`config.mk`:
```
export PLATFORM = sky130hd
export DESIGN_NAME = secured_otp_lock_control
export DESIGN_NICKNAME = d
export VERILOG_FILES = /design/src/design/otp_lock_pkg.sv /design/src/design/spi_byte_rx.sv /design/src/design/secured_otp_lock_control.sv
export SDC_FILE = /design/constraint.sdc
export NUM_CORES = 1
export LEC_CHECK = 0
export ABC_AREA = 1
export BUFFER_PORTS_ARGS = -buffer_cell sky130_fd_sc_hd__buf_2
export CAP_MARGIN = 20
export CORE_AREA = 2 2 91 93
export CTS_BUF_LIST = sky130_fd_sc_hd__clkbuf_8
export CTS_CLUSTER_DIAMETER = 100
export CTS_CLUSTER_SIZE = 8
export DETAILED_ROUTE_END_ITERATION = 16
export DIE_AREA = 0 0 93 95
export PLACE_DENSITY = 0.78
export SLEW_MARGIN = 20
export SYNTH_ARGS = -nofsm -noshare
export SYNTH_HDL_FRONTEND = slang
export SYNTH_SLANG_ARGS = --single-unit
```
`constraint.sdc`:
```
create_clock -name clk_sys -period 3.8 [get_ports clk_sys]
set_clock_uncertainty 0.15 [all_clocks]
set_input_delay 0.19 -clock clk_sys [delete_from_list [all_inputs] [get_ports clk_sys]]
set_output_delay 0.19 -clock clk_sys [all_outputs]
set_load 0.05 [all_outputs]
```
`src/design/otp_lock_pkg.sv`:
```
// shared constants, opcode decode and event carrier of the otp lock control
package otp_lock_pkg;
    // instruction opcodes
    localparam logic [7:0] OP_READ_SEC = 8'h2B;
    localparam logic [7:0] OP_WRITE_SEC = 8'h2F;
    localparam logic [7:0] OP_OTP_ENTER = 8'hB1;
    localparam logic [7:0] OP_OTP_EXIT = 8'hC1;
    localparam logic [7:0] OP_PAGE_PROG = 8'h02;
    localparam logic [7:0] OP_QUAD_PROG = 8'h32;
    localparam logic [7:0] OP_ERASE_4K = 8'h20;
    localparam logic [7:0] OP_ERASE_32K = 8'h52;
    localparam logic [7:0] OP_ERASE_64K = 8'hD8;
    localparam logic [7:0] OP_CHIP_ERASE_A = 8'h60;
    localparam logic [7:0] OP_CHIP_ERASE_B = 8'hC7;
    localparam logic [7:0] OP_WRITE_SR1 = 8'h01;
    localparam logic [7:0] OP_WRITE_SR2 = 8'h31;

    // security register layout
    localparam int SEC_FACTORY_BIT = 0;
    localparam int SEC_CUST_BIT = 1;
    localparam logic [5:0] SEC_RESERVED_VAL = 6'h00;

    // otp address map
    localparam logic [23:0] OTP_SN_LAST = 24'h00000F;
    localparam logic [23:0] OTP_LAST = 24'h0001FF;
    localparam logic [1:0] ADDR_LAST_IDX = 2'h2;

    // power-up write inhibit
    localparam int CLK_HZ = 10_000_000;
    localparam int PUW_MIN_MS = 1;
    localparam int PUW_MAX_MS = 10;
    localparam int PUW_CYCLES = (PUW_MIN_MS * CLK_HZ + 999) / 1000;

    typedef enum logic [2:0] {
        CLS_OTHER,
        CLS_ARRAY_WR,
        CLS_ARRAY_WR_NOADDR,
        CLS_STATUS_WR,
        CLS_SEC_WR,
        CLS_SEC_RD,
        CLS_OTP_ENTER,
        CLS_OTP_EXIT
    } op_class_e;

    // events from the serial front end; byte_valid, sck_fall and cs_end last one clk_sys cycle each
    typedef struct packed {
        logic byte_valid;
        logic [7:0] rx_byte;
        logic sck_fall;
        logic cs_end;
        logic active;
        logic aligned;
    } spi_evt_s;

    function automatic op_class_e classify(input logic [7:0] op);
        case (op)
            OP_PAGE_PROG, OP_QUAD_PROG, OP_ERASE_4K, OP_ERASE_32K, OP_ERASE_64K:
                classify = CLS_ARRAY_WR;
            OP_CHIP_ERASE_A, OP_CHIP_ERASE_B: classify = CLS_ARRAY_WR_NOADDR;
            OP_WRITE_SR1, OP_WRITE_SR2: classify = CLS_STATUS_WR;
            OP_WRITE_SEC: classify = CLS_SEC_WR;
            OP_READ_SEC: classify = CLS_SEC_RD;
            OP_OTP_ENTER: classify = CLS_OTP_ENTER;
            OP_OTP_EXIT: classify = CLS_OTP_EXIT;
            default: classify = CLS_OTHER;
        endcase
    endfunction
endpackage

```
`src/design/spi_byte_rx.sv`:
```
// synchronised spi mode 0 front end: edges, byte assembly, frame end
module spi_byte_rx
    import otp_lock_pkg::*;
(
    // clock and reset
    input wire logic clk_sys,
    input wire logic srst,
    // serial pins
    input wire logic sck,
    input wire logic cs_n,
    input wire logic mosi,
    // events
    output spi_evt_s evt
);
    logic [2:0] sck_q, next_sck_q;
    logic [2:0] cs_q, next_cs_q;
    logic [1:0] mosi_q, next_mosi_q;
    logic [2:0] bit_cnt, next_bit_cnt;
    logic [7:0] shreg, next_shreg;
    logic sck_rise;

    // stage 0 feeds stage 1 only; edges look at stages 1 and 2
    always_comb begin
        next_sck_q = {sck_q[1:0], sck};
        next_cs_q = {cs_q[1:0], cs_n};
        next_mosi_q = {mosi_q[0], mosi};
        sck_rise = sck_q[1] & ~sck_q[2] & ~cs_q[1];
        next_bit_cnt = bit_cnt;
        next_shreg = shreg;
        if (cs_q[1]) begin
            next_bit_cnt = 3'h0;
        end else if (sck_rise) begin
            next_bit_cnt = bit_cnt + 3'h1;
            next_shreg = {shreg[6:0], mosi_q[1]};
        end
        evt.byte_valid = sck_rise & (bit_cnt == 3'h7);
        evt.rx_byte = {shreg[6:0], mosi_q[1]};
        evt.sck_fall = ~sck_q[1] & sck_q[2] & ~cs_q[1];
        evt.cs_end = cs_q[1] & ~cs_q[2];
        evt.active = ~cs_q[1];
        evt.aligned = (bit_cnt == 3'h0);
    end

    // pins idle high for chip select so reset does not fake a frame end
    always_ff @(posedge clk_sys) begin
        if (srst) begin
            sck_q <= 3'h0;
            cs_q <= 3'h7;
            mosi_q <= 2'h0;
            bit_cnt <= 3'h0;
            shreg <= 8'h00;
        end else begin
            sck_q <= next_sck_q;
            cs_q <= next_cs_q;
            mosi_q <= next_mosi_q;
            bit_cnt <= next_bit_cnt;
            shreg <= next_shreg;
        end
    end
endmodule

```
`src/design/secured_otp_lock_control.sv`:
```
// otp mode, security register and write gating of the serial flash
// How it works
// security register read answers always, busy or not, repeating while clocks run
// bit 0 reports factory lock: 0 unlocked, 1 locked, non-volatile
// security register write changes only bit 1, the customer lock bit
// with customer lock set, otp program, erase and lock changes are refused
// in otp mode, main array write instructions are ignored
// security register write needs no prior write enable
// frames ending off a byte boundary are discarded unexecuted
// host programs otp by entry command, page program, exit command
// otp addresses 0 to F are serial number, 10 to 1FF general area
// writes are ignored during the power-up delay; host waits the maximum
// opcode B1h enters otp mode, C1h returns to array mode
// in otp mode, status register and security register writes are rejected
// locked otp mode accepts read-type commands only; exit C1h is still executed here
module secured_otp_lock_control
    import otp_lock_pkg::*;
#(
    parameter int POWERUP_CYCLES = PUW_CYCLES
) (
    // clock and reset
    input wire logic clk_sys,
    input wire logic srst,
    // serial pins
    input wire logic sck,
    input wire logic cs_n,
    input wire logic mosi,
    output logic miso,
    output logic miso_oe_n,
    // non-volatile lock cells
    input wire logic factory_lock_cell,
    input wire logic customer_lock_cell,
    output logic lock_program_go,
    // grants to the array and status logic
    output logic mem_write_go,
    output logic otp_write_go,
    output logic status_write_go,
    output logic cmd_refused,
    // state
    output logic otp_mode,
    output logic factory_lock,
    output logic customer_lock,
    output logic powerup_done,
    output logic otp_sn_area,
    output logic otp_gen_area
);
    localparam int PUW_W = $clog2(POWERUP_CYCLES + 1);

    // a zero delay would leave writes open from the first edge after reset
    if (POWERUP_CYCLES < 1) begin : g_bad_delay
        $error("POWERUP_CYCLES must be at least one");
    end

    typedef enum logic [2:0] {ST_OPCODE, ST_ADDR, ST_DATA, ST_READSEC, ST_SKIP} frame_e;

    spi_evt_s evt;
    frame_e state, next_state;
    op_class_e op_cls, next_op_cls;
    logic [1:0] addr_idx, next_addr_idx;
    logic [23:0] addr, next_addr;
    logic addr_full, next_addr_full;
    logic data_seen, next_data_seen;
    logic [7:0] sec_data, next_sec_data;
    logic [7:0] sec_sh, next_sec_sh;
    logic next_miso, next_miso_oe_n;
    logic next_otp_mode, next_mem_go, next_otp_go, next_status_go;
    logic next_lock_go, next_refused, next_sn, next_gen;
    logic cust_shadow, next_cust_shadow;
    logic [1:0] fl_q, next_fl_q;
    logic [1:0] cl_q, next_cl_q;
    logic next_factory_lock, next_customer_lock;
    logic [PUW_W-1:0] puw_cnt, next_puw_cnt;
    logic next_powerup_done;
    logic otp_locked;

    spi_byte_rx u_rx (
        .clk_sys(clk_sys),
        .srst(srst),
        .sck(sck),
        .cs_n(cs_n),
        .mosi(mosi),
        .evt(evt)
    );

    // power-up write inhibit counter; the shortest delay is used, host waits the longest
    always_comb begin
        next_puw_cnt = puw_cnt;
        next_powerup_done = powerup_done;
        if (puw_cnt == PUW_W'(POWERUP_CYCLES)) begin
            next_powerup_done = 1'b1;
        end else begin
            next_puw_cnt = puw_cnt + PUW_W'(1);
        end
    end

    always_ff @(posedge clk_sys) begin
        if (srst) begin
            puw_cnt <= '0;
            powerup_done <= 1'b0;
        end else begin
            puw_cnt <= next_puw_cnt;
            powerup_done <= next_powerup_done;
        end
    end

    // lock cells are foreign levels: two flops each, then the lock view
    always_comb begin
        next_fl_q = {fl_q[0], factory_lock_cell};
        next_cl_q = {cl_q[0], customer_lock_cell};
        next_factory_lock = fl_q[1];
        // shadow keeps the lock visible before the cell reports the new value
        next_customer_lock = cl_q[1] | cust_shadow;
    end

    always_ff @(posedge clk_sys) begin
        if (srst) begin
            fl_q <= 2'h0;
            cl_q <= 2'h0;
            factory_lock <= 1'b0;
            customer_lock <= 1'b0;
        end else begin
            fl_q <= next_fl_q;
            cl_q <= next_cl_q;
            factory_lock <= next_factory_lock;
            customer_lock <= next_customer_lock;
        end
    end

    assign otp_locked = factory_lock | customer_lock;

    // frame decoder, security register shifter and end-of-frame decisions
    always_comb begin
        next_state = state;
        next_op_cls = op_cls;
        next_addr_idx = addr_idx;
        next_addr = addr;
        next_addr_full = addr_full;
        next_data_seen = data_seen;
        next_sec_data = sec_data;
        next_sec_sh = sec_sh;
        next_miso = miso;
        next_miso_oe_n = 1'b1;
        next_otp_mode = otp_mode;
        next_mem_go = 1'b0;
        next_otp_go = 1'b0;
        next_status_go = 1'b0;
        next_lock_go = 1'b0;
        next_refused = 1'b0;
        next_sn = otp_sn_area;
        next_gen = otp_gen_area;
        next_cust_shadow = cust_shadow;

        if (evt.active && evt.byte_valid) begin
            case (state)
                ST_OPCODE: begin
                    next_op_cls = classify(evt.rx_byte);
                    next_addr_idx = 2'h0;
                    next_addr_full = 1'b0;
                    next_data_seen = 1'b0;
                    case (classify(evt.rx_byte))
                        CLS_ARRAY_WR: next_state = ST_ADDR;
                        CLS_SEC_WR: next_state = ST_DATA;
                        CLS_SEC_RD: begin
                            // value taken now; bits 7:2 read as zero
                            next_sec_sh = {SEC_RESERVED_VAL, customer_lock, factory_lock};
                            next_state = ST_READSEC;
                        end
                        default: next_state = ST_SKIP;
                    endcase
                end
                ST_ADDR: begin
                    next_addr = {addr[15:0], evt.rx_byte};
                    next_addr_idx = addr_idx + 2'h1;
                    if (addr_idx == ADDR_LAST_IDX) begin
                        next_addr_full = 1'b1;
                        next_state = ST_SKIP;
                    end
                end
                ST_DATA: begin
                    next_sec_data = evt.rx_byte;
                    next_data_seen = 1'b1;
                    next_state = ST_SKIP;
                end
                ST_READSEC, ST_SKIP: next_state = state;
                default: next_state = ST_SKIP;
            endcase
        end

        // rotate so the register repeats for as long as clocks come
        if (state == ST_READSEC && evt.active) begin
            next_miso_oe_n = 1'b0;
            if (evt.sck_fall) begin
                next_miso = sec_sh[7];
                next_sec_sh = {sec_sh[6:0], sec_sh[7]};
            end
        end

        if (evt.cs_end) begin
            next_state = ST_OPCODE;
            if (state != ST_OPCODE) begin
                if (!evt.aligned) begin
                    next_refused = (op_cls != CLS_OTHER) && (op_cls != CLS_SEC_RD);
                end else begin
                    case (op_cls)
                        CLS_OTP_ENTER: next_otp_mode = 1'b1;
                        CLS_OTP_EXIT: next_otp_mode = 1'b0;
                        CLS_ARRAY_WR, CLS_ARRAY_WR_NOADDR: begin
                            if (!powerup_done) begin
                                next_refused = 1'b1;
                            end else if (!otp_mode) begin
                                if (op_cls == CLS_ARRAY_WR_NOADDR || addr_full) begin
                                    next_mem_go = 1'b1;
                                end else begin
                                    next_refused = 1'b1;
                                end
                            end else if (otp_locked) begin
                                next_refused = 1'b1;
                            end else if (op_cls == CLS_ARRAY_WR_NOADDR || !addr_full
                                         || addr > OTP_LAST) begin
                                next_refused = 1'b1;
                            end else begin
                                // page program goes to otp, never to the array
                                next_otp_go = 1'b1;
                                next_sn = (addr <= OTP_SN_LAST);
                                next_gen = (addr > OTP_SN_LAST);
                            end
                        end
                        CLS_STATUS_WR: begin
                            if (!powerup_done || otp_mode) begin
                                next_refused = 1'b1;
                            end else begin
                                next_status_go = 1'b1;
                            end
                        end
                        CLS_SEC_WR: begin
                            // no write enable latch is consulted here
                            if (!powerup_done || otp_mode || customer_lock || !data_seen) begin
                                next_refused = 1'b1;
                            end else if (sec_data[SEC_CUST_BIT]) begin
                                next_lock_go = 1'b1;
                                next_cust_shadow = 1'b1;
                            end
                        end
                        default: next_refused = 1'b0;
                    endcase
                end
            end
        end
    end

    always_ff @(posedge clk_sys) begin
        if (srst) begin
            state <= ST_OPCODE;
            op_cls <= CLS_OTHER;
            addr_idx <= 2'h0;
            addr <= 24'h000000;
            addr_full <= 1'b0;
            data_seen <= 1'b0;
            sec_data <= 8'h00;
            sec_sh <= 8'h00;
            miso <= 1'b0;
            miso_oe_n <= 1'b1;
            otp_mode <= 1'b0;
            mem_write_go <= 1'b0;
            otp_write_go <= 1'b0;
            status_write_go <= 1'b0;
            lock_program_go <= 1'b0;
            cmd_refused <= 1'b0;
            otp_sn_area <= 1'b0;
            otp_gen_area <= 1'b0;
            cust_shadow <= 1'b0;
        end else begin
            state <= next_state;
            op_cls <= next_op_cls;
            addr_idx <= next_addr_idx;
            addr <= next_addr;
            addr_full <= next_addr_full;
            data_seen <= next_data_seen;
            sec_data <= next_sec_data;
            sec_sh <= next_sec_sh;
            miso <= next_miso;
            miso_oe_n <= next_miso_oe_n;
            otp_mode <= next_otp_mode;
            mem_write_go <= next_mem_go;
            otp_write_go <= next_otp_go;
            status_write_go <= next_status_go;
            lock_program_go <= next_lock_go;
            cmd_refused <= next_refused;
            otp_sn_area <= next_sn;
            otp_gen_area <= next_gen;
            cust_shadow <= next_cust_shadow;
        end
    end
endmodule

```
**After elaboration in Yosys (flattened, before gate mapping)**

Cells that the tools add are included.

- Muxes and demuxes: 30
- Bitwise gates (word level): 24
- $lt $le $gt $ge: 3
- Eq/ne operators: 31
- $add $sub $neg: 3
- Reductions and logical operators: 43

Operators with widths:

| kind | number |
|---|---|
| == test 8 x 6 -> 1 bit, second input constant | 5 |
| 2-to-1 mux 8 bit | 5 |
| == test 8 bit, second input constant | 4 |
| greater-than comparator 24 x 4 -> 1 bit, second input constant | 1 |
| greater-than comparator 24 x 9 -> 1 bit, second input constant | 1 |
| less-or-equal comparator 24 x 4 -> 1 bit, second input constant | 1 |
| == test 3 bit, second input constant | 7 |
| case mux 3 bit (7 select lines) | 1 |
| case mux 3 bit (3 select lines) | 2 |
| == test 8 x 7 -> 1 bit, second input constant | 2 |
| inverter 1 bit | 16 |
| adder 14 x 1 -> 14 bit, second input constant | 1 |
| == test 14 bit, second input constant | 1 |
| 2-to-1 mux 1 bit | 14 |
| AND reduction 2 bit | 7 |
| == test 3 x 2 -> 1 bit, second input constant | 4 |
| OR reduction 2 bit | 6 |
| OR reduction 5 bit | 2 |
| == test 3 x 1 -> 1 bit, second input constant | 3 |
| 2-to-1 mux 3 bit | 3 |
| == test 8 x 1 -> 1 bit, second input constant | 1 |
| == test 8 x 2 -> 1 bit, second input constant | 1 |
| AND reduction 8 bit | 1 |
| OR reduction 8 bit | 1 |
| other kinds (22) | 44 |

- Word-level logic and storage cells: 164
- Output and inout port bits: 13
- Bits of input ports: 7
- Register bits: 94

**Logic depth before layout (Yosys ltp)**

Gate-level depths: netlist of run 1.

- Depth after elaboration: 12
- Mapped depth: 13
- Gate-level depth less buffers: 12

**By module**

A second synthesis of run 1 with hierarchy kept.

- Cell total of the unflattened synthesis: 536
- Area, all modules: 3,993.8 um^2

Modules (own cells, without submodules):

| module | times used | seq. area each (um^2) | area each (um^2) | cells an instance |
|---|---|---|---|---|
| secured_otp_lock_control | 1 | 1,501.4 | 3,268.1 | 439 |
| spi_byte_rx | 1 | 360.3 | 725.7 | 97 |

**Worst setup path before layout of run 1**

Ideal clock, no wire load.

- Path type: register to register
- Start point: reg otp_mode
- End point: reg otp_gen_area
- Library setup time: 0.132 ns
- Required time: 3.518 ns
- Path buffers: 0
- Data arrival time: 1.394 ns
- Stages on the path, launching flop included: 8
- Clock period less this slack: 1.676 ns
- Slack: 2.124 ns
- Cell sequence: dfxtp_1 > inv_1 > nor4_1 > nand3_1 > nor2_1 > nand2_1 > nand2_1 > a21oi_1

- Cells in the longest elaborated chain, start to end: 1

RTL lines:

| what | line | source |
|---|---|---|
| from (decl) | secured_otp_lock_control.sv:40 | `output logic otp_mode,` |
| from (signal assigned) | secured_otp_lock_control.sv:283 | `otp_mode <= next_otp_mode;` |
| AND reduction 8 bit (no source line) | - |  |
| to (signal assigned) | secured_otp_lock_control.sv:290 | `otp_gen_area <= next_gen;` |
| to (decl) | secured_otp_lock_control.sv:45 | `output logic otp_gen_area` |

No other way between the ends.
A chain may end at the register's enable or synchronous reset.

**Worst setup path in the final report of run 1**

- Start point: reg u_rx.sck_q[1]
- End point: reg addr_idx[1]

- Cells in the longest elaborated chain, start to end: 5

RTL lines:

| what | line | source |
|---|---|---|
| from (decl) | spi_byte_rx.sv:15 | `logic [2:0] sck_q, next_sck_q;` |
| from (signal assigned) | spi_byte_rx.sv:53 | `sck_q <= next_sck_q;` |
| bitwise AND 1 bit (2 in a row) | spi_byte_rx.sv:27 | `sck_rise = sck_q[1] & ~sck_q[2] & ~cs_q[1];` |
| bitwise AND 1 bit | spi_byte_rx.sv:36 | `evt.byte_valid = sck_rise & (bit_cnt == 3'h7);` |
| logical AND 1 bit | secured_otp_lock_control.sv:153 | `if (evt.active && evt.byte_valid) begin` |
| AND reduction 2 bit (no source line) | - |  |
| to (signal assigned) | secured_otp_lock_control.sv:275 | `addr_idx <= next_addr_idx;` |
| to (decl) | secured_otp_lock_control.sv:59 | `logic [1:0] addr_idx, next_addr_idx;` |

No other way between the ends.

==> results.txt, run 1 <==
----------------------------------------------------
[Floorplan]
  Starting density of the core ... 50.6%
  Vertical extent of the die ... 95 um
  Core box area ... 7930 sq um
  Std-Cell Rows ... 33
  Total die area ... about 8800 sq um
  Die width ... approximately 93 um
  Number of placed I/O pins ... 20

[Power and ir drop]
  Ratio of total power to cell area ... 375 nW/um^2
  Power share of the sequential group ... about three fifths
  Net switching power ... 374 uW
  Part of the power in combinational logic ... 3.3%
  Share of total power in the clock network ... ~37%
  Switching part of the total power ... between 20% and 30%
  Internal power component ... around 1.3 mW
  Leak pwr ... ~1.8 nW
  Highest ir drop seen on vdd ... 0.205 mV

[Synthesis]
  Ys Warns ... 0
  Dominant combinational cell family by area after synthesis ... simple AND/OR/NAND/NOR gates
  Share of cell area taken by muxes after synthesis ... 0%
  Total standard cell area after synthesis ... approximately 4000 sq um
  Mapped Avg Cell Area ... between 7 and 8 sq um
  Number of library cell types mapped by synthesis ... 37
  Part of the Yosys area used for sequential elements ... 46.5%
  Share of the synthesized netlist area taken by xor and xnor gates ... 0%
  Cells after synthesis ... ~540
  Simple-gate share of the synthesized area ... between 20 and 25%
  Post-synthesis adder-cell area fraction ... roughly 1.9%
  Compound-Gate Fraction of Synth Area ... between 10% and 20%
  Post-synthesis register bit count ... 93
  Synthesized Nets ... 548

[Critical path]
  Reg2reg end ... addr_idx[1]$_SDFFE_PP0P_
  Critical path type ... reg -> reg
  Internal reg-to-reg setup slack ... ~1.1 ns
  CP required ... roughly 4.0 ns
  Crit path DAT ... approximately 2.8 ns
  Critical register-to-register path startpoint ... u_rx.sck_q[1]$_SDFF_PP0_
  Capturing element type of the critical path ... flop
  Crit path max fanout ... 20
  Startpoint types ... flop
  Depth of the worst register-to-register path ... 7

[STA]
  Final critical delay including setup and external delays ... approximately 2.7 ns
  Least setup slack across all paths after layout ... around 1.1 ns
  Slew of the pin with the lowest slew margin ... ~0.67 ns
  Final count of negative-setup-slack endpoints ... 0
  Share of the clock period used by the worst path ... 70.3%
  Maximum frequency from static timing analysis ... about 370 MHz
  RSZ-0062 raised after global routing ... no
  Worst slew margin relative to its limit ... between 50 and 60%
  Slew Limit Fails ... 0
  Number of hold violations in the final report ... 0
  Final setup TNS ... 0 ns

[Finish]
  Number of nets in the final layout ... 569
  Combined area of the multi-input logic cells ... approximately 1700 sq um
  Leading cell type in the layout, fill and taps excluded ... sky130_fd_sc_hd__dfxtp_1
  Final core utilization ... a little under three fifths
  Most frequent cells in the layout ... 93 x sky130_fd_sc_hd__dfxtp_1, 83 x sky130_fd_sc_hd__inv_1, 66 x sky130_fd_sc_hd__a21oi_1, 61 x sky130_fd_sc_hd__o21ai_0, 59 x sky130_fd_sc_hd__nand2_1
  Fraction of layout cells with a size suffix above 1 ... 11.8%
  Layout overhead on the synthesized area ... 9.87%
  Filler cell count ... about 750
  Area taken by flip-flops and latches ... 1860 sq um
  Diodes inserted ... 0

[Route]
  First-iteration detailed-routing DRC count ... about 250
  DR vias/cell ... ~5.2
  Detail Route Antenna Nets ... 0
  Routed WL per cell ... between 10 and 15 um
  DR DRC count ... 0
  Total via count in the routed design ... between 3000 and 4000
  Wire length reported by the detailed router ... 8.09 mm
  Number of optimization iterations in the first detailed-route pass ... 5

[Hold path]
  Hold worst-path end ... cl_q[1]$_SDFF_PP0_
  Hold WC Path Type ... in -> reg
  Number of cells on the worst hold path ... 3
  Startpoint of the tightest hold check path ... srst

[Global routing]
  Pin count of the biggest net entering global routing ... 31
  Number of global-route vias before repair ... 3091
  Wire length of the first global-routing pass ... 13.8 mm
  Antenna violations before repair ... 0
  Overall global routing resource usage ... between 10% and 20%
  Final global-route overflow total ... 0

[Placed design]
  HPWL after detailed placement ... around 5.7 mm
  Worst slack at placement ... roughly 1.1 ns
  Port Buffers ... 19
  Final Wtd Congestion ... 0.913

[Clock tree]
  Max Buffers Root-to-Sink ... 2
  Clock insertion delay at the later pin of the skew report ... between 0.3 and 0.4 ns
  Number of buffers added by the clock tree synthesis step ... 9
  TritonCTS clock tree ... built
  Count of clock tree sinks ... between 90 and 100
  Deepest level of the CTS H-tree ... 3
  Clock transition at the register clock pins on the worst setup and hold paths after CTS ... ~0.090 ns
  # Post-CTS Setup Buffers ... 0
  Cell at the root of the clock tree ... sky130_fd_sc_hd__clkbuf_8

[Run]
  Number of max-cap violations ... 0

[Run status]
  Run status ... finished, final reports clean

----------------------------------------------------
[registers in the layout (all words and copies together), names as in the netlist, 7 cells and up]
| register | flops |
|---|---|
| u_rx.shreg | 7 |
| sec_sh | 8 |
| addr | 24 |
| puw_cnt | 14 |
[layer usage]
layer	share of wire, %	vias to the layer above	GRT usage (%)
met5	0	-	0
met1	45	1571	24.1
li1	-	1799	-
met2	48	71	33.2
met3	4.6	20	4.63
met4	2.0	0	7.72
[power by group through the flow]
stage	combinational (mW)	clock [mW]	sequential [mW]
after global routing	0.0635	0.667	0.994
after global placement	0.0494	0	1.01
after CTS	0.0554	0.622	0.992
after detailed placement	0.0512	0	1.01
final	0.0553	0.604	0.992
after floorplan	0.0356	0	1.01
[kinds of logic (layout without fill, tap and decap cells)]
logic type	count (synthesis)	after routing
and+or+nand+nor	186	186
AOI/OAI and AO/OA	144	144
buffers and inverters	106	132
DFF	93	93
adders and majority gates	6	6
[through the flow]
stage	std cells	area, sq um	hold slack [ns]	power, mW
after detailed placement	645	4170	0.225	1.07
after global placement	645	4170	0.224	1.06
final	666	4400	0.168	1.65
after CTS	666	4400	0.166	1.67
after floorplan	535	4010	0.144	1.05
after global routing	666	4400	0.189	1.72
[cell usage after synthesis, drive strengths merged]
cell type | n | area [sq um]
nor4 | 5 | 31.3
nand2 | 65 | 259
nor3 | 16 | 101
a211oi | 2 | 15.0
nor2 | 60 | 268
o21a | 1 | 7.51
clkbuf | 8 | 30.0
nand3 | 21 | 110
clkinv | 1 | 3.75
or2 | 5 | 33.8
inv | 88 | 330
ha | 6 | 75.1
buf | 9 | 61.3
o21ai | 65 | 325
a21oi | 66 | 330
or3 | 1 | 6.26
a31oi | 1 | 6.26
o311ai | 1 | 8.76
dfxtp | 93 | 1860
nand3b | 1 | 7.51
nand4 | 12 | 75.1
o22ai | 1 | 6.26
a41oi | 1 | 8.76
o31ai | 6 | 45.0
[layout make-up]
type,count,area share [%]
clock buffers,11,3.44
clock inverters,5,0.767
inverters,89,7.59
multi-input cells,336,39.1
flip-flops and latches,93,42.3
well taps,105,2.98
repair buffers,27,3.81
[worst max-delay path by stage]
stage                             start                   endpoint  slack (ns)  cells after the start
2_1_floorplan     otp_mode$_SDFFE_PP0P_  otp_gen_area$_SDFFE_PP0P_        2.12                      7
3_3_place_gp   u_rx.sck_q[2]$_SDFF_PP0_   addr_idx[1]$_SDFFE_PP0P_        1.27                      8
3_5_place_dp   u_rx.sck_q[1]$_SDFF_PP0_   addr_idx[1]$_SDFFE_PP0P_        1.14                      7
4_1_cts        u_rx.sck_q[1]$_SDFF_PP0_      addr[11]$_SDFFE_PP0P_        1.12                      7
5_1_grt        u_rx.sck_q[2]$_SDFF_PP0_   addr_idx[1]$_SDFFE_PP0P_        0.78                      8
6_report       u_rx.sck_q[1]$_SDFF_PP0_   addr_idx[1]$_SDFFE_PP0P_        1.13                      7
[critical path: stages (launching register included)]
cell and delay, ns:
sky130_fd_sc_hd__dfxtp_1 0.37, sky130_fd_sc_hd__nand2_2 0.09, sky130_fd_sc_hd__nor2_4 0.26, sky130_fd_sc_hd__nand2_1 0.39, sky130_fd_sc_hd__nor2_2 0.64, sky130_fd_sc_hd__inv_1 0.32, sky130_fd_sc_hd__or2_0 0.28, sky130_fd_sc_hd__a21oi_1 0.11
[timing repair]
item | 4_1_cts | 5_1_grt
endpoints found under the setup margin | 0 | 0
hold endpoints to repair | 5 | 0
hold buffers | 5 | 0
resized for setup | 0 | 0
(Power assumes the default switching activity.)
==> run 2: changes to the inputs <==
- PLACE_DENSITY: 0.78 -> 0.81
- clock period: 3.8 -> 2.45 ns (I/O delays scaled with it)
==> results.txt, run 2 (same netlist as run 1, synthesis figures left out) <==
----------------------------------------------------
[Run status]
  Run status ... finished, final reports clean

[Global routing]
  Number of global-route vias before repair ... 3195 (+3.4%)
  Wire length of the first global-routing pass ... 13.9 mm (+0.45%)
  Overall global routing resource usage ... 19.5% (-0.038 points)
  Pin count of the biggest net entering global routing ... 50 (+61%)
  Antenna violations before repair ... 0 (unchanged)
  Final global-route overflow total ... 0 (unchanged)

[Finish]
  Diodes inserted ... 0 (unchanged)
  Flip-flop count of the largest register after layout ... 24 (unchanged)
  Most frequent cells in the layout ... 93 x sky130_fd_sc_hd__dfxtp_1, 83 x sky130_fd_sc_hd__inv_1, 66 x sky130_fd_sc_hd__a21oi_1, 61 x sky130_fd_sc_hd__o21ai_0, 59 x sky130_fd_sc_hd__nand2_1
  Largest register by flop count ... addr
  Layout overhead on the synthesized area ... 11.0%
  Final design area excluding fillers ... 4450 sq um (+1.0%)
  Leading cell type in the layout, fill and taps excluded ... sky130_fd_sc_hd__dfxtp_1
  Largest registers in the final layout ... addr: 24 flops, puw_cnt: 14 flops, sec_sh: 8 flops
  Number of nets in the final layout ... 571 (+0.35%)
  Filler cell count ... 717 (-4.8%)
  Fraction of layout cells with a size suffix above 1 ... 11.9% (+0.14 points)

[Clock tree]
  Count of clock tree sinks ... 93 (unchanged)
  # Post-CTS Setup Buffers ... 0 (unchanged)
  Cell at the root of the clock tree ... sky130_fd_sc_hd__clkbuf_8
  Deepest level of the CTS H-tree ... 3 (unchanged)
  Clock transition at the register clock pins on the worst setup and hold paths after CTS ... 0.09 ns (about the same)
  TritonCTS clock tree ... built
  Number of buffers added by the clock tree synthesis step ... 9 (unchanged)
  Clock insertion delay at the later pin of the skew report ... 0.37 ns (about the same)
  Max Buffers Root-to-Sink ... 2 (unchanged)

[Critical path]
  CP required ... 2.60 ns (-1.35 ns)
  Startpoint types ... flop
  Buf/Inv on CP ... 3 (+2)
  Largest incremental delay on the critical path ... 0.38 ns (-0.26 ns)
  Internal reg-to-reg setup slack ... 0.35 ns (-0.78 ns)
  Crit-path leading delay family ... simple AND/OR/NAND/NOR gates
  Capturing element type of the critical path ... flop
  Crit path max fanout ... 16 (-20%)
  Most frequent cell on the critical path ... sky130_fd_sc_hd__nand2_1
  Slowest stage cell, crit path ... sky130_fd_sc_hd__dfxtp_1
  Ordered cell list for the critical path ... nand2_2 -> nor2_4 -> nand2_1 -> buf_4 -> inv_1 -> nand2_1 -> nor2_2 -> inv_2 -> nor2_2 -> nand2_1 -> a21oi_1
  Crit path DAT ... 2.25 ns (-0.57 ns)
  Critical path type ... reg -> reg

[STA]
  Share of the clock period used by the worst path ... 85.8% (+16 points)
  Maximum frequency from static timing analysis ... 476 MHz (+27%)
  Number of hold violations in the final report ... 0 (unchanged)
  Slew Limit Fails ... 0 (unchanged)
  RSZ-0062 raised after global routing ... no
  Final setup TNS ... 0 ns (unchanged)
  Final count of negative-setup-slack endpoints ... 0 (unchanged)
  Final critical delay including setup and external delays ... 2.10 ns (-0.568 ns)
  Worst hold-check slack ... 0.259 ns (+0.0908 ns)
  Worst slew margin relative to its limit ... 70.5% (+15 points)
  Slew of the pin with the lowest slew margin ... 0.441 ns (-0.229 ns)
  Least setup slack across all paths after layout ... 0.347 ns (-0.782 ns)

[Route]
  DR vias/cell ... 5.31 (+2.2%)
  Routed WL per cell ... 12.3 um (+1.2%)
  First-iteration detailed-routing DRC count ... 188 (-24%)
  Detail Route Antenna Nets ... 0 (unchanged)
  Number of optimization iterations in the first detailed-route pass ... 4 (-1)
  Wire length reported by the detailed router ... 8.21 mm (+1.5%)
  Total via count in the routed design ... 3548 (+2.5%)
  DR DRC count ... 0 (unchanged)

[Power and ir drop]
  Power share of the sequential group ... 57.0% (-3.1 points)
  Internal power component ... 2.07 mW (+62%)
  Switching part of the total power ... 23.2% (+0.53 points)
  Highest ir drop seen on vdd ... 0.395 mV (+93%)
  Part of the power in combinational logic ... 3.3% (about the same)
  Ratio of total power to cell area ... 607 nW/um^2 (+62%)
  Leak pwr ... 1.79 nW (+1.2%)
  Net switching power ... 626 uW (+67%)
  Share of total power in the clock network ... 39.7% (+3.1 points)

[Placed design]
  Port Buffers ... 19 (unchanged)
  Final Wtd Congestion ... 0.927 (+1.6%)
  Worst slack at placement ... 0.370 ns (-0.766 ns)
  HPWL after detailed placement ... 5.82 mm (+1.8%)
  Placed cell area ... 4180 sq um (+0.18%)

[Floorplan]
  Vertical extent of the die ... 95 um (unchanged)
  Std-Cell Rows ... 33 (unchanged)
  Total die area ... 8840 sq um (unchanged)
  Die width ... 93 um (unchanged)
  Core box area ... 7930 sq um (unchanged)
  Starting density of the core ... 50.6% (unchanged)
  Number of placed I/O pins ... 20 (unchanged)

[Hold path]
  Hold WC Path Type ... reg -> reg

[Run]
  Number of max-cap violations ... 0 (unchanged)

----------------------------------------------------
[run 2: power by group through the flow]
stage	clock network [mW]	registers (mW)	logic (mW)
final	1.07	1.54	0.0880
after global routing	1.15	1.54	0.100
after CTS	1.09	1.54	0.0877
after detailed placement	0	1.57	0.0799
after global placement	0	1.57	0.0765
after floorplan	0	1.57	0.0552
[run 2: final cells by class]
| cell class | instances | area, sq um | area share [%] |
|---|---|---|---|
| Clock inverter | 6 | 75.1 | 1.69 |
| Inverter | 89 | 334 | 7.51 |
| Timing Repair Buffer | 29 | 185 | 4.16 |
| Sequential cell | 93 | 1860 | 41.9 |
| Clock buffer | 10 | 138 | 3.09 |
| Multi-Input combinational cell | 336 | 1720 | 38.7 |
| Tap cell | 105 | 131 | 2.95 |
[run 2: worst min-delay path: cells and delay by family (launching register included)]
kind          cells  cell delay, ns
flops             1            0.31
buf+inv           1            0.04
simple gates      1            0.03
[run 2: path summary, 6_finish.rpt]
path | start | endpoint | cells after the start
setup / recovery | u_rx.sck_q[1]$_SDFF_PP0_ | state[2]$_SDFFE_PP0P_ | 11
hold / removal | fl_q[1]$_SDFF_PP0_ | factory_lock$_SDFF_PP0_ | 2
setup reg to reg | u_rx.sck_q[1]$_SDFF_PP0_ | state[2]$_SDFFE_PP0P_ | 11
hold reg to reg | fl_q[1]$_SDFF_PP0_ | factory_lock$_SDFF_PP0_ | 2
[run 2: layer usage]
metal / track usage [%] / vias to the layer above / part of all wire [%]
met2: 32.8 / 83 / 48
li1: - / 1805 / -
met4: 7.84 / 0 / 2.3
met3: 3.67 / 18 / 3.8
met5: 0 / - / 0
met1: 24.9 / 1642 / 46
[run 2: what timing repair did]
action                                 in CTS  in global routing
resized for setup                           0                  0
hold buffers                                6                  0
endpoints found under the hold margin       8                  0
[run 2: per-stage QoR]
stage          std cells  total power, mW  utilization (%)
6_report             668             2.70             56.1
5_1_grt              668             2.79             56.1
4_1_cts              668             2.71             56.1
3_5_place_dp         646             1.65             52.7
3_3_place_gp         646             1.65             52.7
2_1_floorplan        535             1.63                -
==> run 3: changes to the inputs <==
- PLACE_DENSITY: 0.81 -> 0.71
==> results.txt, run 3 (same netlist as run 1, synthesis figures left out) <==
----------------------------------------------------
[Critical path]
  Ordered cell list for the critical path ... nand2_2 -> nor2_4 -> nand2_1 -> nor2_2 -> buf_4 -> inv_1 -> or2_0 -> a21oi_1
  Largest incremental delay on the critical path ... 0.38 ns (about the same)
  Internal reg-to-reg setup slack ... 0.48 ns (+0.13 ns)
  CP required ... 2.59 ns (about the same)
  Crit path max fanout ... 16 (unchanged)
  Crit-path leading delay family ... simple AND/OR/NAND/NOR gates
  Crit path DAT ... 2.11 ns (-0.14 ns)
  Startpoint types ... flop
  Buf/Inv on CP ... 2 (-1)
  Critical path type ... reg -> reg
  Slowest stage cell, crit path ... sky130_fd_sc_hd__dfxtp_1
  Capturing element type of the critical path ... flop

[Finish]
  Most frequent cells in the layout ... 93 x sky130_fd_sc_hd__dfxtp_1, 83 x sky130_fd_sc_hd__inv_1, 66 x sky130_fd_sc_hd__a21oi_1, 61 x sky130_fd_sc_hd__o21ai_0, 59 x sky130_fd_sc_hd__nand2_1
  Layout overhead on the synthesized area ... 11.4%
  Diodes inserted ... 0 (unchanged)
  Number of nets in the final layout ... 573 (+0.35%)
  Leading cell type in the layout, fill and taps excluded ... sky130_fd_sc_hd__dfxtp_1
  Flip-flop count of the largest register after layout ... 24 (unchanged)
  Largest register by flop count ... addr
  Fraction of layout cells with a size suffix above 1 ... 12.0% (+0.13 points)
  Largest registers in the final layout ... addr: 24 flops, puw_cnt: 14 flops, sec_sh: 8 flops
  Final core utilization ... 56.3% (+0.22 points)
  Final design area excluding fillers ... 4470 sq um (+0.39%)
  Filler cell count ... 763 (+6.4%)

[Clock tree]
  Count of clock tree sinks ... 93 (unchanged)
  Deepest level of the CTS H-tree ... 3 (unchanged)
  Cell at the root of the clock tree ... sky130_fd_sc_hd__clkbuf_8
  Clock transition at the register clock pins on the worst setup and hold paths after CTS ... 0.10 ns (about the same)
  Clock insertion delay at the later pin of the skew report ... 0.36 ns (about the same)
  Number of buffers added by the clock tree synthesis step ... 9 (unchanged)
  Gates resized, CTS repair ... 0 (unchanged)
  Max Buffers Root-to-Sink ... 2 (unchanged)
  TritonCTS clock tree ... built

[Hold path]
  Hold WC Path Type ... reg -> reg

[Placed design]
  Final Wtd Congestion ... 0.892 (-3.8%)
  Placed cell area ... 4180 sq um (+0.18%)
  Port Buffers ... 19 (unchanged)
  HPWL after detailed placement ... 5.96 mm (+2.4%)

[Route]
  DR vias/cell ... 5.22 (-1.7%)
  Routed WL per cell ... 12.8 um (+4.0%)
  Wire length reported by the detailed router ... 8.56 mm (+4.3%)
  Detail Route Antenna Nets ... 0 (unchanged)
  First-iteration detailed-routing DRC count ... 195 (+3.7%)
  DR DRC count ... 0 (unchanged)
  Number of optimization iterations in the first detailed-route pass ... 5 (+1)
  Total via count in the routed design ... 3499 (-1.4%)

[Floorplan]
  Vertical extent of the die ... 95 um (unchanged)
  Total die area ... 8840 sq um (unchanged)
  Number of placed I/O pins ... 20 (unchanged)
  Starting density of the core ... 50.6% (unchanged)
  Core box area ... 7930 sq um (unchanged)
  Std-Cell Rows ... 33 (unchanged)
  Die width ... 93 um (unchanged)

[STA]
  Number of hold violations in the final report ... 0 (unchanged)
  Final count of negative-setup-slack endpoints ... 0 (unchanged)
  Worst slew margin relative to its limit ... 68.6% (-1.9 points)
  Final critical delay including setup and external delays ... 1.97 ns (-0.134 ns)
  Maximum frequency from static timing analysis ... 508 MHz (+6.8%)
  Final setup TNS ... 0 ns (unchanged)
  Share of the clock period used by the worst path ... 80.4% (-5.5 points)
  Slew of the pin with the lowest slew margin ... 0.469 ns (+0.0281 ns)
  RSZ-0062 raised after global routing ... no
  Slew Limit Fails ... 0 (unchanged)

[Run status]
  Run status ... finished, final reports clean

[Global routing]
  Number of global-route vias before repair ... 3258 (+2.0%)
  Final global-route overflow total ... 0 (unchanged)
  Wire length of the first global-routing pass ... 14.4 mm (+4.0%)
  Overall global routing resource usage ... 20.3% (+0.75 points)
  Antenna violations before repair ... 0 (unchanged)
  Pin count of the biggest net entering global routing ... 54 (+8.0%)

[Power and ir drop]
  Leak pwr ... 1.80 nW (+0.64%)
  Highest ir drop seen on vdd ... 0.283 mV (-28%)
  Ratio of total power to cell area ... 610 nW/um^2 (+0.53%)

[Run]
  Number of max-cap violations ... 0 (unchanged)

----------------------------------------------------
run 3: repair_timing:
| action | in CTS | in global routing |
|---|---|---|
| endpoints found under the hold margin | 10 | 0 |
| hold buffers | 7 | 0 |
| setup buffers | 0 | 0 |
run 3: cell type report:
type | instances | area, sq um | share of cell area, %
Tap cell | 105 | 131 | 2.94
Clock buffer | 10 | 138 | 3.08
Multi-Input combinational cell | 336 | 1720 | 38.6
Clock inverter | 6 | 75.1 | 1.68
Timing Repair Buffer | 31 | 203 | 4.54
Inverter | 89 | 334 | 7.48
Sequential cell | 93 | 1860 | 41.7
run 3: metal layers:
metal | global-route usage (%) | part of all wire, % | wire length, um
met5 | 0 | 0 | 0
met4 | 8.58 | 1.7 | 142
met3 | 3.75 | 4.9 | 416
met2 | 33.2 | 46 | 3930
met1 | 26.4 | 48 | 4070
run 3: report_power, final:
part / switching, mW / total (mW) / internal (mW)
Combinational: 0.0548 / 0.0884 / 0.0336
Sequential: 0.0133 / 1.54 / 1.53
Clock: 0.579 / 1.10 / 0.518
run 3: per-stage QoR:
| stage | power (mW) | hold WS [ns] | setup WS, ns | instances |
|---|---|---|---|---|
| after floorplan | 1.63 | 0.0763 | 0.774 | 535 |
| after global placement | 1.65 | 0.162 | 0.602 | 647 |
| after detailed placement | 1.65 | 0.161 | 0.519 | 647 |
| after CTS | 2.74 | 0.261 | 0.489 | 670 |
| after global routing | 2.82 | 0.273 | 0.276 | 670 |
| final | 2.72 | 0.259 | 0.481 | 670 |
run 3: worst min-delay path: stages (launching register included):
cell and delay [ns]:
sky130_fd_sc_hd__dfxtp_1 0.31, sky130_fd_sc_hd__inv_1 0.04, sky130_fd_sc_hd__nor2_1 0.03
run 3: final timing paths:
path	depth (start not counted)	endpoint	startpoint
worst max register to register	8	addr_idx[1]$_SDFFE_PP0P_	u_rx.sck_q[1]$_SDFF_PP0_
worst max-delay path	8	addr_idx[1]$_SDFFE_PP0P_	u_rx.sck_q[1]$_SDFF_PP0_
worst min-delay path	2	u_rx.sck_q[1]$_SDFF_PP0_	u_rx.sck_q[0]$_SDFF_PP0_
worst min register to register	2	u_rx.sck_q[1]$_SDFF_PP0_	u_rx.sck_q[0]$_SDFF_PP0_
